[src/verilog/sdps_pkg.sv]
// Purpose: Shared constants and types for the SDRAM power-up and self-refresh link
// Assumes: 100 MHz system clock, slower speed grade timing
// Notes:   Cycle counts are derived from the times below
package sdps_pkg;
	// ------------------------------------------------------------
	// Clock and times
	// ------------------------------------------------------------
	localparam int CLK_PERIOD_PS = 10000;
	localparam int T_POWERUP_US = 200;
	localparam int T_RAS_PS = 42000;
	localparam int T_RC_PS = 63000;
	localparam int T_RP_PS = 21000;
	localparam int T_IS_PS = 1500;
	localparam int T_REFI_PS = 15600000;
	localparam int T_MRD_CYC = 2;
	localparam int T_CLK_STABLE_CYC = 4;
	// ------------------------------------------------------------
	// Cycle counts
	// ------------------------------------------------------------
	localparam logic [14:0] CYC_POWERUP = 15'(T_POWERUP_US * 1000000 / CLK_PERIOD_PS);
	localparam logic [14:0] CYC_RAS = 15'((T_RAS_PS + CLK_PERIOD_PS - 1) / CLK_PERIOD_PS);
	localparam logic [14:0] CYC_RC = 15'((T_RC_PS + CLK_PERIOD_PS - 1) / CLK_PERIOD_PS);
	localparam logic [14:0] CYC_RP = 15'((T_RP_PS + CLK_PERIOD_PS - 1) / CLK_PERIOD_PS);
	localparam logic [14:0] CYC_XSR =
		15'((T_IS_PS + T_RC_PS + CLK_PERIOD_PS - 1) / CLK_PERIOD_PS);
	localparam logic [14:0] CYC_MRD = 15'(T_MRD_CYC);
	localparam logic [14:0] CYC_CLK_STABLE = 15'(T_CLK_STABLE_CYC);
	localparam logic [10:0] CYC_REFI = 11'(T_REFI_PS / CLK_PERIOD_PS);
	// ------------------------------------------------------------
	// Counts, widths, fields
	// ------------------------------------------------------------
	localparam logic [12:0] INIT_REFRESHES = 13'h0002;
	localparam logic [12:0] BURST_REFRESHES = 13'h1000;
	localparam int ADDR_W = 12;
	localparam int BA_W = 2;
	localparam int ALL_BANKS_BIT = 10;
	localparam logic [11:0] MODE_WORD = 12'h030;
	// ------------------------------------------------------------
	// Command codes: {cs_n, ras_n, cas_n, we_n}
	// ------------------------------------------------------------
	localparam logic [3:0] CMD_MRS = 4'h0;
	localparam logic [3:0] CMD_REF = 4'h1;
	localparam logic [3:0] CMD_PRE = 4'h2;
	localparam logic [3:0] CMD_NOP = 4'h7;
	localparam logic [3:0] CMD_DESEL = 4'hf;
	// ------------------------------------------------------------
	// States
	// ------------------------------------------------------------
	typedef enum logic [3:0] {
		C_PWR, C_PRE, C_MRS, C_REF, C_WAIT, C_IDLE, C_BPRE,
		C_SRIN, C_SRHOLD, C_SRCLK, C_SREXIT, C_BPOST
	} sdps_ctrl_state_t;
	typedef enum logic [2:0] {D_POWER, D_INIT, D_IDLE, D_SRIN, D_SR, D_XSR} sdps_mem_state_t;
endpackage

[src/verilog/sdps_link_if.sv]
// Purpose: Command pins between controller and memory
// Assumes: Both ends run on the system clock
// Notes:   clk_run high means the memory clock is toggling
`timescale 1ns/1ns
`default_nettype none
interface sdps_link_if;
	logic cke;
	logic cs_n;
	logic ras_n;
	logic cas_n;
	logic we_n;
	logic dqm;
	logic clk_run;
	logic [11:0] addr;
	logic [1:0] ba;
	logic dq_oe;
	modport ctrl (output cke, cs_n, ras_n, cas_n, we_n, dqm, clk_run, addr, ba, input dq_oe);
	modport mem (input cke, cs_n, ras_n, cas_n, we_n, dqm, clk_run, addr, ba, output dq_oe);
endinterface
`default_nettype wire

[src/verilog/sdps_ctrl_end.sv]
// Purpose: Controller end: power-up sequence, periodic refresh, self-refresh
// Assumes: Memory clock gating is shown by clk_run
// Notes:   Waits carry one cycle of margin
//
// Function
// - Power-up: clock-enable low, mask high, no-operation.
// - Run clock 200 us before clock-enable high.
// - Mask held high; memory releases data pins.
// - Precharge all banks after clock-enable rises.
// - Load mode register during initialization.
// - At least two initialization auto-refreshes.
// - Refreshes may precede or follow mode load.
// - Entry: select, row, column low, enable low.
// - Memory ignores all but clock-enable after entry.
// - Memory refreshes itself while clock-enable low.
// - Stay in self-refresh at least row-active time.
// - Restart stable clock before raising clock-enable.
// - Exit starts with chip-select high.
// - Wait exit time before completing commands.
// - Burst refresh 4096 before entry, after exit.
// - Row-active time is 42 ns.
// - Exit time is setup plus row cycle.
// - Auto-refresh average interval at most 15.6 us.
`timescale 1ns/1ns
`default_nettype none
module sdps_ctrl_end #(
	parameter logic [14:0] POWERUP_CYC = sdps_pkg::CYC_POWERUP
) (
	input wire logic sys_clk_in,
	input wire logic rst_n_in,
	input wire logic sref_req_in,
	input wire logic burst_refresh_in,
	sdps_link_if.ctrl link,
	output logic init_done_out,
	output logic in_sref_out,
	output logic busy_out
);
	import sdps_pkg::*;

	typedef struct packed {
		sdps_ctrl_state_t st;
		sdps_ctrl_state_t ret;
		logic [14:0] cnt;
		logic [12:0] refs;
		logic [10:0] refi;
		logic cke;
		logic [3:0] cmd;
		logic dqm;
		logic clk_run;
		logic [11:0] addr;
		logic [1:0] ba;
		logic init_done;
		logic in_sref;
		logic busy;
	} sdps_ctrl_reg_t;

	sdps_ctrl_reg_t r;
	sdps_ctrl_reg_t n;

	// ------------------------------------------------------------
	// Next state
	// ------------------------------------------------------------
	always_comb begin
		n = r;
		n.cmd = CMD_NOP;
		n.addr = 12'h000;
		n.ba = 2'h0;
		if (r.cnt != 15'h0000) begin
			n.cnt = r.cnt - 15'h0001;
		end
		if (r.refi != 11'h000) begin
			n.refi = r.refi - 11'h001;
		end
		case (r.st)
			C_PWR: begin
				n.cke = 1'b0;
				n.dqm = 1'b1;
				if (r.cnt == 15'h0000) begin
					n.cke = 1'b1;
					n.st = C_PRE;
				end
			end
			C_PRE: begin
				n.cmd = CMD_PRE;
				n.addr[ALL_BANKS_BIT] = 1'b1;
				n.cnt = CYC_RP;
				n.ret = C_MRS;
				n.st = C_WAIT;
			end
			C_MRS: begin
				n.cmd = CMD_MRS;
				n.addr = MODE_WORD;
				n.cnt = CYC_MRD;
				n.refs = INIT_REFRESHES;
				n.ret = C_REF;
				n.st = C_WAIT;
			end
			C_REF: begin
				n.cmd = CMD_REF;
				n.refs = r.refs - 13'h0001;
				n.cnt = CYC_RC;
				n.ret = (r.refs == 13'h0001) ? C_IDLE : C_REF;
				n.refi = CYC_REFI;
				n.st = C_WAIT;
			end
			C_WAIT: begin
				if (r.cnt <= 15'h0001) begin
					n.st = r.ret;
				end
			end
			C_IDLE: begin
				n.init_done = 1'b1;
				n.dqm = 1'b0;
				n.busy = 1'b0;
				if (r.refi <= 11'h001) begin
					n.cmd = CMD_REF;
					n.refi = CYC_REFI;
					n.cnt = CYC_RC;
					n.ret = C_IDLE;
					n.st = C_WAIT;
					n.busy = 1'b1;
				end else if (sref_req_in) begin
					n.busy = 1'b1;
					if (burst_refresh_in) begin
						n.refs = BURST_REFRESHES;
						n.st = C_BPRE;
					end else begin
						n.st = C_SRIN;
					end
				end
			end
			C_BPRE: begin
				n.cmd = CMD_REF;
				n.refs = r.refs - 13'h0001;
				n.cnt = CYC_RC;
				n.ret = (r.refs == 13'h0001) ? C_SRIN : C_BPRE;
				n.st = C_WAIT;
			end
			C_SRIN: begin
				n.cmd = CMD_REF;
				n.cke = 1'b0;
				n.cnt = CYC_RAS;
				n.in_sref = 1'b1;
				n.st = C_SRHOLD;
			end
			C_SRHOLD: begin
				n.cke = 1'b0;
				n.clk_run = 1'b0;
				if (r.cnt == 15'h0000 && !sref_req_in) begin
					n.clk_run = 1'b1;
					n.cnt = CYC_CLK_STABLE;
					n.st = C_SRCLK;
				end
			end
			C_SRCLK: begin
				n.cmd = CMD_DESEL;
				if (r.cnt == 15'h0000) begin
					n.cke = 1'b1;
					n.cmd = CMD_DESEL;
					n.cnt = CYC_XSR;
					n.st = C_SREXIT;
				end
			end
			C_SREXIT: begin
				n.cmd = CMD_DESEL;
				if (r.cnt == 15'h0000) begin
					n.in_sref = 1'b0;
					n.refi = CYC_REFI;
					if (burst_refresh_in) begin
						n.refs = BURST_REFRESHES;
						n.st = C_BPOST;
					end else begin
						n.st = C_IDLE;
					end
				end
			end
			C_BPOST: begin
				n.cmd = CMD_REF;
				n.refs = r.refs - 13'h0001;
				n.cnt = CYC_RC;
				n.refi = CYC_REFI;
				n.ret = (r.refs == 13'h0001) ? C_IDLE : C_BPOST;
				n.st = C_WAIT;
			end
			default: begin
				n.st = C_PWR;
			end
		endcase
	end

	// ------------------------------------------------------------
	// State register
	// ------------------------------------------------------------
	always_ff @(posedge sys_clk_in or negedge rst_n_in) begin
		if (!rst_n_in) begin
			r <= '{st: C_PWR, ret: C_PWR, cnt: POWERUP_CYC, refi: CYC_REFI,
				cmd: CMD_NOP, dqm: 1'b1, clk_run: 1'b1, busy: 1'b1, default: '0};
		end else begin
			r <= n;
		end
	end

	// ------------------------------------------------------------
	// Outputs
	// ------------------------------------------------------------
	assign link.cke = r.cke;
	assign link.cs_n = r.cmd[3];
	assign link.ras_n = r.cmd[2];
	assign link.cas_n = r.cmd[1];
	assign link.we_n = r.cmd[0];
	assign link.dqm = r.dqm;
	assign link.clk_run = r.clk_run;
	assign link.addr = r.addr;
	assign link.ba = r.ba;
	assign init_done_out = r.init_done;
	assign in_sref_out = r.in_sref;
	assign busy_out = r.busy;
endmodule
`default_nettype wire

[src/flat_wrapper.sv]
// flat-port wrapper written by rule: the top's interface ports become plain ports
module sdps_ctrl_end_flat import sdps_pkg::*;
#(
	parameter logic [14:0] POWERUP_CYC = sdps_pkg::CYC_POWERUP
)
  (sys_clk_in, rst_n_in, sref_req_in, burst_refresh_in, init_done_out, in_sref_out, busy_out, link_cke, link_cs_n, link_ras_n, link_cas_n, link_we_n, link_dqm, link_clk_run, link_addr, link_ba, link_dq_oe);
  sdps_link_if link_i ();
  input wire logic sys_clk_in;
  input wire logic rst_n_in;
  input wire logic sref_req_in;
  input wire logic burst_refresh_in;
  output logic init_done_out;
  output logic in_sref_out;
  output logic busy_out;
  output wire logic [$bits(link_i.cke)-1:0] link_cke;
  output wire logic [$bits(link_i.cs_n)-1:0] link_cs_n;
  output wire logic [$bits(link_i.ras_n)-1:0] link_ras_n;
  output wire logic [$bits(link_i.cas_n)-1:0] link_cas_n;
  output wire logic [$bits(link_i.we_n)-1:0] link_we_n;
  output wire logic [$bits(link_i.dqm)-1:0] link_dqm;
  output wire logic [$bits(link_i.clk_run)-1:0] link_clk_run;
  output wire logic [$bits(link_i.addr)-1:0] link_addr;
  output wire logic [$bits(link_i.ba)-1:0] link_ba;
  input wire logic [$bits(link_i.dq_oe)-1:0] link_dq_oe;
  assign link_cke = link_i.cke;
  assign link_cs_n = link_i.cs_n;
  assign link_ras_n = link_i.ras_n;
  assign link_cas_n = link_i.cas_n;
  assign link_we_n = link_i.we_n;
  assign link_dqm = link_i.dqm;
  assign link_clk_run = link_i.clk_run;
  assign link_addr = link_i.addr;
  assign link_ba = link_i.ba;
  assign link_i.dq_oe = link_dq_oe;
  sdps_ctrl_end #(.POWERUP_CYC(POWERUP_CYC)) u_core (.sys_clk_in(sys_clk_in), .rst_n_in(rst_n_in), .sref_req_in(sref_req_in), .burst_refresh_in(burst_refresh_in), .link(link_i), .init_done_out(init_done_out), .in_sref_out(in_sref_out), .busy_out(busy_out));
endmodule
[config.mk]
export PLATFORM = sky130hd
export DESIGN_NAME = sdps_ctrl_end_flat
export DESIGN_NICKNAME = d
export VERILOG_FILES = /design/src/verilog/sdps_pkg.sv /design/src/verilog/sdps_link_if.sv /design/src/verilog/sdps_ctrl_end.sv /design/src/flat_wrapper.sv
export SDC_FILE = /design/constraint.sdc
export NUM_CORES = 1
export LEC_CHECK = 0
export BUFFER_PORTS_ARGS = -buffer_cell sky130_fd_sc_hd__clkbuf_2
export CAP_MARGIN = 10
export CORE_ASPECT_RATIO = 0.7
export CORE_UTILIZATION = 35
export CTS_BUF_LIST = sky130_fd_sc_hd__clkbuf_8
export CTS_CLUSTER_SIZE = 24
export DETAILED_ROUTE_END_ITERATION = 8
export GPL_ROUTABILITY_DRIVEN = 0
export PLACE_DENSITY_LB_ADDON = 0.08
export SLEW_MARGIN = 20
export SYNTH_ARGS = -nofsm -noshare
export SYNTH_HDL_FRONTEND = slang
export SYNTH_SLANG_ARGS = --single-unit
[constraint.sdc]
create_clock -name sys_clk_in -period 5.55 [get_ports sys_clk_in]
set_clock_uncertainty 0.05 [all_clocks]
set_input_delay 1.11 -clock sys_clk_in [delete_from_list [all_inputs] [get_ports sys_clk_in]]
set_output_delay 1.11 -clock sys_clk_in [all_outputs]
set_load 0.05 [all_outputs]
==> results of run 1 <==
[cells in the mapped netlist (4+ instances only)]
library cell and count:
buf_4 15, nor2_1 43, nor4b_1 4, inv_1 16
buf_2 4, xnor2_1 9, nor3_1 17, nand2_1 22
o211ai_1 5, nand3_1 12, nand4b_1 5, a21oi_1 24
dfrtp_1 44, dfstp_2 15, ha_1 9, clkbuf_1 13
o21ai_0 23, o22ai_1 4, nand4_1 11, nor2b_1 7
or3_1 5, xor2_1 13, nand2b_1 12, a31oi_1 7
o21a_1 5
[cell usage in the layout, fill, tap and decap left out, types with 7 or more instances in the layout]
cell type  Yosys  final
inv_1         16     17
nor2b_1        7      7
dfrtp_1       44     44
xor2_1        13     13
xnor2_1        9      9
clkbuf_2       1     16
conb_1         1     11
a31oi_1        7      7
nor3_1        17     17
nand2b_1      12     12
nand2_1       22     22
o21ai_0       23     23
clkbuf_8       0      9
a21oi_1       24     24
nand3_1       12     12
ha_1           9      9
nand4_1       11     11
nor2_1        43     43
dfstp_2       15     15
[worst max-delay path: stages (launching register included)]
cell and delay [ns]:
dfrtp_1 0.44, inv_1 0.10, ha_1 0.15, nor4b_2 0.33
nand4_1 0.71, nand3_1 0.35, and4_1 0.30, mux2_2 0.35
[cell families after synthesis]
| logic type | Yosys count | share of synthesized area [%] |
|---|---|---|
| AOI/OAI and AO/OA | 91 | 15.7 |
| and+or+nand+nor | 161 | 25.6 |
| xor gates and xnor gates | 22 | 5.40 |
| adders and majority gates | 9 | 3.16 |
| muxes | 3 | 0.912 |
| other | 1 | 0.105 |
| buffers and inverters | 50 | 7.22 |
| DFF | 59 | 41.9 |
[area by class of cell]
class / count / area, um^2 / area share, %
clock buffer: 9 / 124 / 3.21
clock inverter: 7 / 70.1 / 1.82
inverter: 16 / 60.1 / 1.56
multi-input combinational: 297 / 1850 / 48.0
sequential: 59 / 1500 / 38.8
tap: 128 / 160 / 4.15
timing repair buffer: 18 / 95.1 / 2.47
[routing by layer]
| layer | track usage, % | vias to the layer above | part of all wire [%] |
|---|---|---|---|
| met4 | 5.43 | 0 | 1.3 |
| met3 | 4.80 | 9 | 4.0 |
| li1 | - | 1388 | - |
| met2 | 24.0 | 55 | 40 |
| met1 | 27.9 | 1359 | 55 |
| met5 | 0 | - | 0 |
[stage by stage]
step           cell area, um^2  hold WS (ns)
3_5_place_dp              3660         0.424
3_3_place_gp              3660         0.415
6_report                  3860         0.432
5_1_grt                   3860         0.453
2_1_floorplan             3610         0.394
4_1_cts                   3860         0.435
[how the worst max path moves through the flow]
| stage | from | end | slack (ns) | cells after the start |
|---|---|---|---|---|
| floorplan | u_core.r[49] | u_core.r[67] | 3.51 | 7 |
| global placement | u_core.r[69] | u_core.r[36] | 2.59 | 5 |
| detailed placement | u_core.r[69] | u_core.r[36] | 2.61 | 5 |
| CTS | u_core.r[69] | u_core.r[36] | 2.60 | 5 |
| global route | u_core.r[69] | u_core.r[36] | 2.29 | 5 |
| finish | u_core.r[48] | u_core.r[70] | 2.65 | 7 |
[power groups by stage]
stage / sequential, uW / clock [uW] / combinational (uW)
2_1_floorplan: 438 / 0 / 22.6
3_3_place_gp: 438 / 0 / 28.4
3_5_place_dp: 438 / 0 / 28.5
4_1_cts: 430 / 407 / 28.4
5_1_grt: 430 / 424 / 30.5
6_report: 430 / 388 / 27.7
==> metrics.md, run 1 <==
| Metric | Value |
|---|---|
| Post-synthesis sequential area ratio | a little over two fifths |
| Headroom to the max-slew limit | about 47% |
| Lkg Pwr | 0.00153 uW |
| Synth top area cells | dfrtp_1 (31%), dfstp_2 (11%), nor2_1 (4.5%) |
| Post-Synthesis Cells | just under 400 |
| Boundary Pins | 29 |
| Worst min path class | reg -> reg |
| WHS Path Cells | 2 |
| First-pass GRT wire length | 14500 um |
| Routed len/inst | 15.8 um |
| Psw | 209 uW |
| Largest net degree at the start of global routing | 60 |
| Number of port buffers | 16 |
| Comb power frac | about 3.3% |
| Total of max-cap violations | 0 |
| Die Y | approximately 86 um |
| Post-Place Cells | 518 |
| Initial antenna violation count | 0 |
| Worst reg2reg path depth | 7 |
| CP arrival | roughly 3 ns |
| Initial DRC Count | 269 |
| Worst R2R Start | u_core.r[48] |
| Clock transition at path regs | 0.07 ns |
| Final Power | 846 uW |
| Power Density | 219 nW/um^2 |
| Crit path time final | 2.90 ns |
| Startpoint Class | register |
| Cts hold-fix bufs | 0 |
| Sink Count | 59 |
| N_diodes | 0 |
| Reg-to-reg slack, setup | 2.65 ns |
| Distinct cell type count after synthesis | 54 |
| Hold path endpoint | u_core.link.clk_run |
| Initial Utilization | 36.4% |
| Top reg by flops | u_core.r |
| Crit path capture type | register |
| TritonCTS clock tree | yes |
| Total die area | 10600 um^2 |
| Resize count post-CTS | 0 |
| Seq pwr share | 50.9% |
| Synthesized area | 3570 um^2 |
| Slew Viols, Final | 0 |
| Synthesis-stage register bit count | slightly below 60 |
| WS Path Type | reg -> reg |
| CTS Buf Count | 9 |
| Final setup vio count | 0 |
| Remaining DRCs | 0 |
| Post-CTS setup buffers | 0 |
| Share of cells above drive strength 1 | 14.8% |
| Routed WL | 8440 um |
| Leading area contributor after synthesis | dfrtp_1 |
| Max Buffers Root-to-Sink | 2 |
| Cell-internal power | 637 uW |
| Tightest Pin Transition | 0.800 ns |
| Fin crit share | 52.2% |
| Synthesis-to-layout area growth | 8.10% |
| Clock power share | 45.8% |
| Core ar. | 9800 um^2 |
| Via/cell ratio | 5.26 |
| RSZ-0062 raised after global routing | false |
| GRT overflow | 0 |
| Max IR drop VDD | 0.000114 V |
| CP Data Required Time | 5.73 ns |
| Vias | 2811 |
| First drt pass iteration count | 4 |
| Fill cells | 1003 |
| Die Wd | 123 um |
| H-tree Lvls | 3 |
| Post-route ant nets | 0 |
| Final core utilization | 39.4% |
| Place WS | 2.61 ns |
| Yosys warnings | 0 |
| Max reg flops | 47 |
| Post-synth top flop | dfrtp_1 |
| Fin Setup TNS | 0 ns |
| Overall routing resource usage | a little under a fifth |
| Post-synth EDFFs | 0 |
| Vias in the first global route | ~2700 |
| FP Rows | 30 |
| Fmax | around 350 MHz |
| Switch share | 24.7% |
| Root buf cell | clkbuf_8 |
| Reg-to-reg endpoint | u_core.r[70] |
| Mean post-synth cell area | 9.01 um^2 |
| Worst skew pair latency | around 0.35 ns |
| Crit Path Max Fanout | 16 |
| Ys async rst share | 100% |
| Hold Vio Cnt, Final | 0 |
| Non-Filler Instances | between 500 and 600 |
| Min-delay src | u_core.link.clk_run |
| Status | completed |
| Final worst setup slack | 2.65 ns |
| Share of the synthesized area in the top cell type | between 30 and 40% |
| DP HPWL | 5840 um |
| Final net count | 415 |
No activity file was read; power rests on OpenSTA's default activity.
==> run 2: changes to the inputs <==
ABC_AREA = 1   (was not set)
clock period = 2.4 ns   (was 5.55 ns; I/O delays follow)
==> metrics.md, run 2 <==
| Metric | Value |
|---|---|
| Post-synth EDFFs | 0 (unchanged) |
| WS Path Type | reg -> reg |
| TritonCTS clock tree | yes |
| Synthesis-stage register bit count | 59 (unchanged) |
| Final net count | 598 (+44%) |
| Reg-to-reg slack, setup | 0.43 ns (-2.23 ns) |
| Root buf cell | clkbuf_8 |
| Vias in the first global route | 3210 (+18%) |
| Vias | 3517 (+25%) |
| N_diodes | 0 (unchanged) |
| Seq pwr share | 30.1% (-21 points) |
| Cts hold-fix bufs | 0 (unchanged) |
| Worst R2R Start | u_core.r[69] |
| Count leader, synth | nand2_1 |
| Fmax | 507 MHz (+47%) |
| Crit path time final | 1.97 ns (-0.923 ns) |
| Total of max-cap violations | 0 (unchanged) |
| Post-Synthesis Cells | 563 (+42%) |
| Share of the synthesized area in the top cell type | 28.0% (-2.9 points) |
| Worst skew pair latency | 0.35 ns (about the same) |
| Initial DRC Count | 285 (+5.9%) |
| First-pass GRT wire length | 16700 um (+15%) |
| Die Wd | 129 um (+5.0%) |
| Via/cell ratio | 4.78 (-9.2%) |
| Routed len/inst | 13.5 um (-14%) |
| Max IR drop VDD | 0.000539 V (+370%) |
| Lkg Pwr | 0.00224 uW (+46%) |
| Synth top area cells | dfrtp_1 (28%), nand2_1 (15%), dfstp_2 (10%) |
| Largest net degree at the start of global routing | 60 (unchanged) |
| Final worst setup slack | 0.427 ns (-2.23 ns) |
| Boundary Pins | 29 (unchanged) |
| Sink Count | 59 (unchanged) |
| Hold Vio Cnt, Final | 0 (unchanged) |
| Clock transition at path regs | 0.06 ns (about the same) |
| Remaining DRCs | 0 (unchanged) |
| Core ar. | 10600 um^2 (+8.5%) |
| FP Rows | 31 (+3.3%) |
| Worst reg2reg path depth | 10 (+3) |
| Initial Utilization | 37.0% (+0.63 points) |
| Place WS | 0.388 ns (-2.22 ns) |
| Top reg by flops | u_core.r |
| Worst min path class | in -> async |
| Crit Path Max Fanout | 15 (-1) |
| CP Data Required Time | 2.58 ns (-3.15 ns) |
| Final setup vio count | 0 (unchanged) |
| Switch share | 51.1% (+26 points) |
| Initial antenna violation count | 0 (unchanged) |
| Psw | 3120 uW (+1400%) |
| Overall routing resource usage | 18.7% (+0.62 points) |
| Fin crit share | 82.2% (+30 points) |
| Synthesized area | 3940 um^2 (+10%) |
| Most frequent cells in the layout | nand2_1 (153), nor2_1 (83), nand3_1 (64) |
| Number of port buffers | 16 (unchanged) |
| Post-CTS setup buffers | 0 (unchanged) |
| First drt pass iteration count | 5 (+1) |
| Reg-to-reg endpoint | u_core.r[52] |
| Total die area | 11700 um^2 (+10%) |
| Resize count post-CTS | 0 (unchanged) |
| GRT overflow | 0 (unchanged) |
| Commonest cells in the synthesized netlist | nand2_1 (153), nor2_1 (83), nand3_1 (64) |
| Share of cells above drive strength 1 | 17.7% (+2.9 points) |
| Max Buffers Root-to-Sink | 2 (unchanged) |
| Fin Setup TNS | 0 ns (unchanged) |
| Leading area contributor after synthesis | dfrtp_1 |
| Routed WL | 9970 um (+18%) |
| Comb power frac | 57.2% (+54 points) |
| CP arrival | 2.15 ns (-0.92 ns) |
| Power Density | 1420 nW/um^2 (+550%) |
| Post-synth top flop | dfrtp_1 |
| Crit path capture type | register |
| H-tree Lvls | 3 (unchanged) |
| Slew Viols, Final | 0 (unchanged) |
| Status | completed |
| Ys async rst share | 100% (unchanged) |
| Post-route ant nets | 0 (unchanged) |
| Yosys warnings | 0 (unchanged) |
| Distinct cell type count after synthesis | 33 (-39%) |
| Max reg flops | 47 (unchanged) |
| Die Y | 90.7 um (+4.9%) |
| RSZ-0062 raised after global routing | false |
| Clock power share | 12.8% (-33 points) |
| Synthesis-to-layout area growth | 9.56% |
| Cell-internal power | 2990 uW (+370%) |
| Post-synthesis sequential area ratio | 38.0% (-3.9 points) |
| Most common cell after layout, fill and taps aside | nand2_1 |
| Startpoint Class | register |
| CTS Buf Count | 9 (unchanged) |
| DP HPWL | 7240 um (+24%) |
| Mean post-synth cell area | 6.99 um^2 (-22%) |
run 2: changes by cell type after synthesis, sizes merged, moves of 7 or more:
cell,change
nand2,+136
nor3,-11
inv,+40
a21oi,-15
nand3,+55
nand4,+10
clkbuf,-12
nand2b,-12
nor2b,-7
xnor2,-7
nor2,+58
nor4,-7
run 2: cell type report:
class,instances,area (um^2)
sequential,59,1500
inverter,56,210
timing repair buffer,26,180
clock buffer,10,138
tap,148,185
clock inverter,5,22.5
multi-input combinational,432,2080
fill,1150,6310
run 2: cell families after synthesis:
| family | share of synthesized area (%) |
|---|---|
| simple gates | 41.3 |
| buf+inv | 10.1 |
| flops | 38.0 |
| compound gates | 4.99 |
| xor+xnor | 2.67 |
| fa+ha+maj | 2.86 |
| other cells | 0.0952 |
run 2: routing by layer:
| metal | up-vias | global-route usage, % | wire, um | share of wire [%] |
|---|---|---|---|---|
| li1 | 1818 | - | - | - |
| met1 | 1603 | 28.8 | 5400 | 54 |
| met2 | 87 | 24.7 | 3820 | 38 |
| met3 | 9 | 4.68 | 626 | 6.3 |
| met4 | 0 | 5.88 | 121 | 1.2 |
| met5 | - | 0 | 0 | 0 |
run 2: stage by stage:
stage	cell area (um^2)	std cells	total power (uW)	util, %	hold WS (ns)
global placement	4150	721	5300	39.1	0.401
floorplan	3980	573	4530	-	0.134
detailed placement	4150	721	5320	39.1	0.405
CTS	4310	736	6140	40.6	0.0895
global route	4310	736	6720	40.6	0.108
finish	4310	736	6110	40.6	0.0855
run 2: worst max-delay path by stage:
stage	start	endpoint	slack, ns	cells past startpoint
after floorplan	u_core.r[48]	u_core.r[48]	0.75	9
after global placement	u_core.r[69]	u_core.r[61]	0.41	10
after detailed placement	u_core.r[52]	u_core.r[29]	0.39	9
after CTS	u_core.r[52]	u_core.r[29]	0.38	9
after global routing	u_core.r[48]	u_core.r[26]	0.21	10
final	u_core.r[69]	u_core.r[52]	0.43	10
run 2: critical path, stage by stage, from the launching register on:
cell and delay (ns):
dfrtp_1 0.50, inv_2 0.07, nor2_2 0.14, nand2_2 0.08, inv_2 0.26, nor2_1 0.16, nand3_2 0.11, inv_2 0.05
nor3_2 0.22, buf_12 0.18, nor2_2 0.04
run 2: power groups by stage:
stage                     clock [uW]  sequential (uW)  combinational (uW)
after global routing             853             1910                3960
after CTS                        822             1830                3480
after global placement             0             1850                3450
after floorplan                    0             1970                2570
final                            780             1840                3500
after detailed placement           0             1850                3470
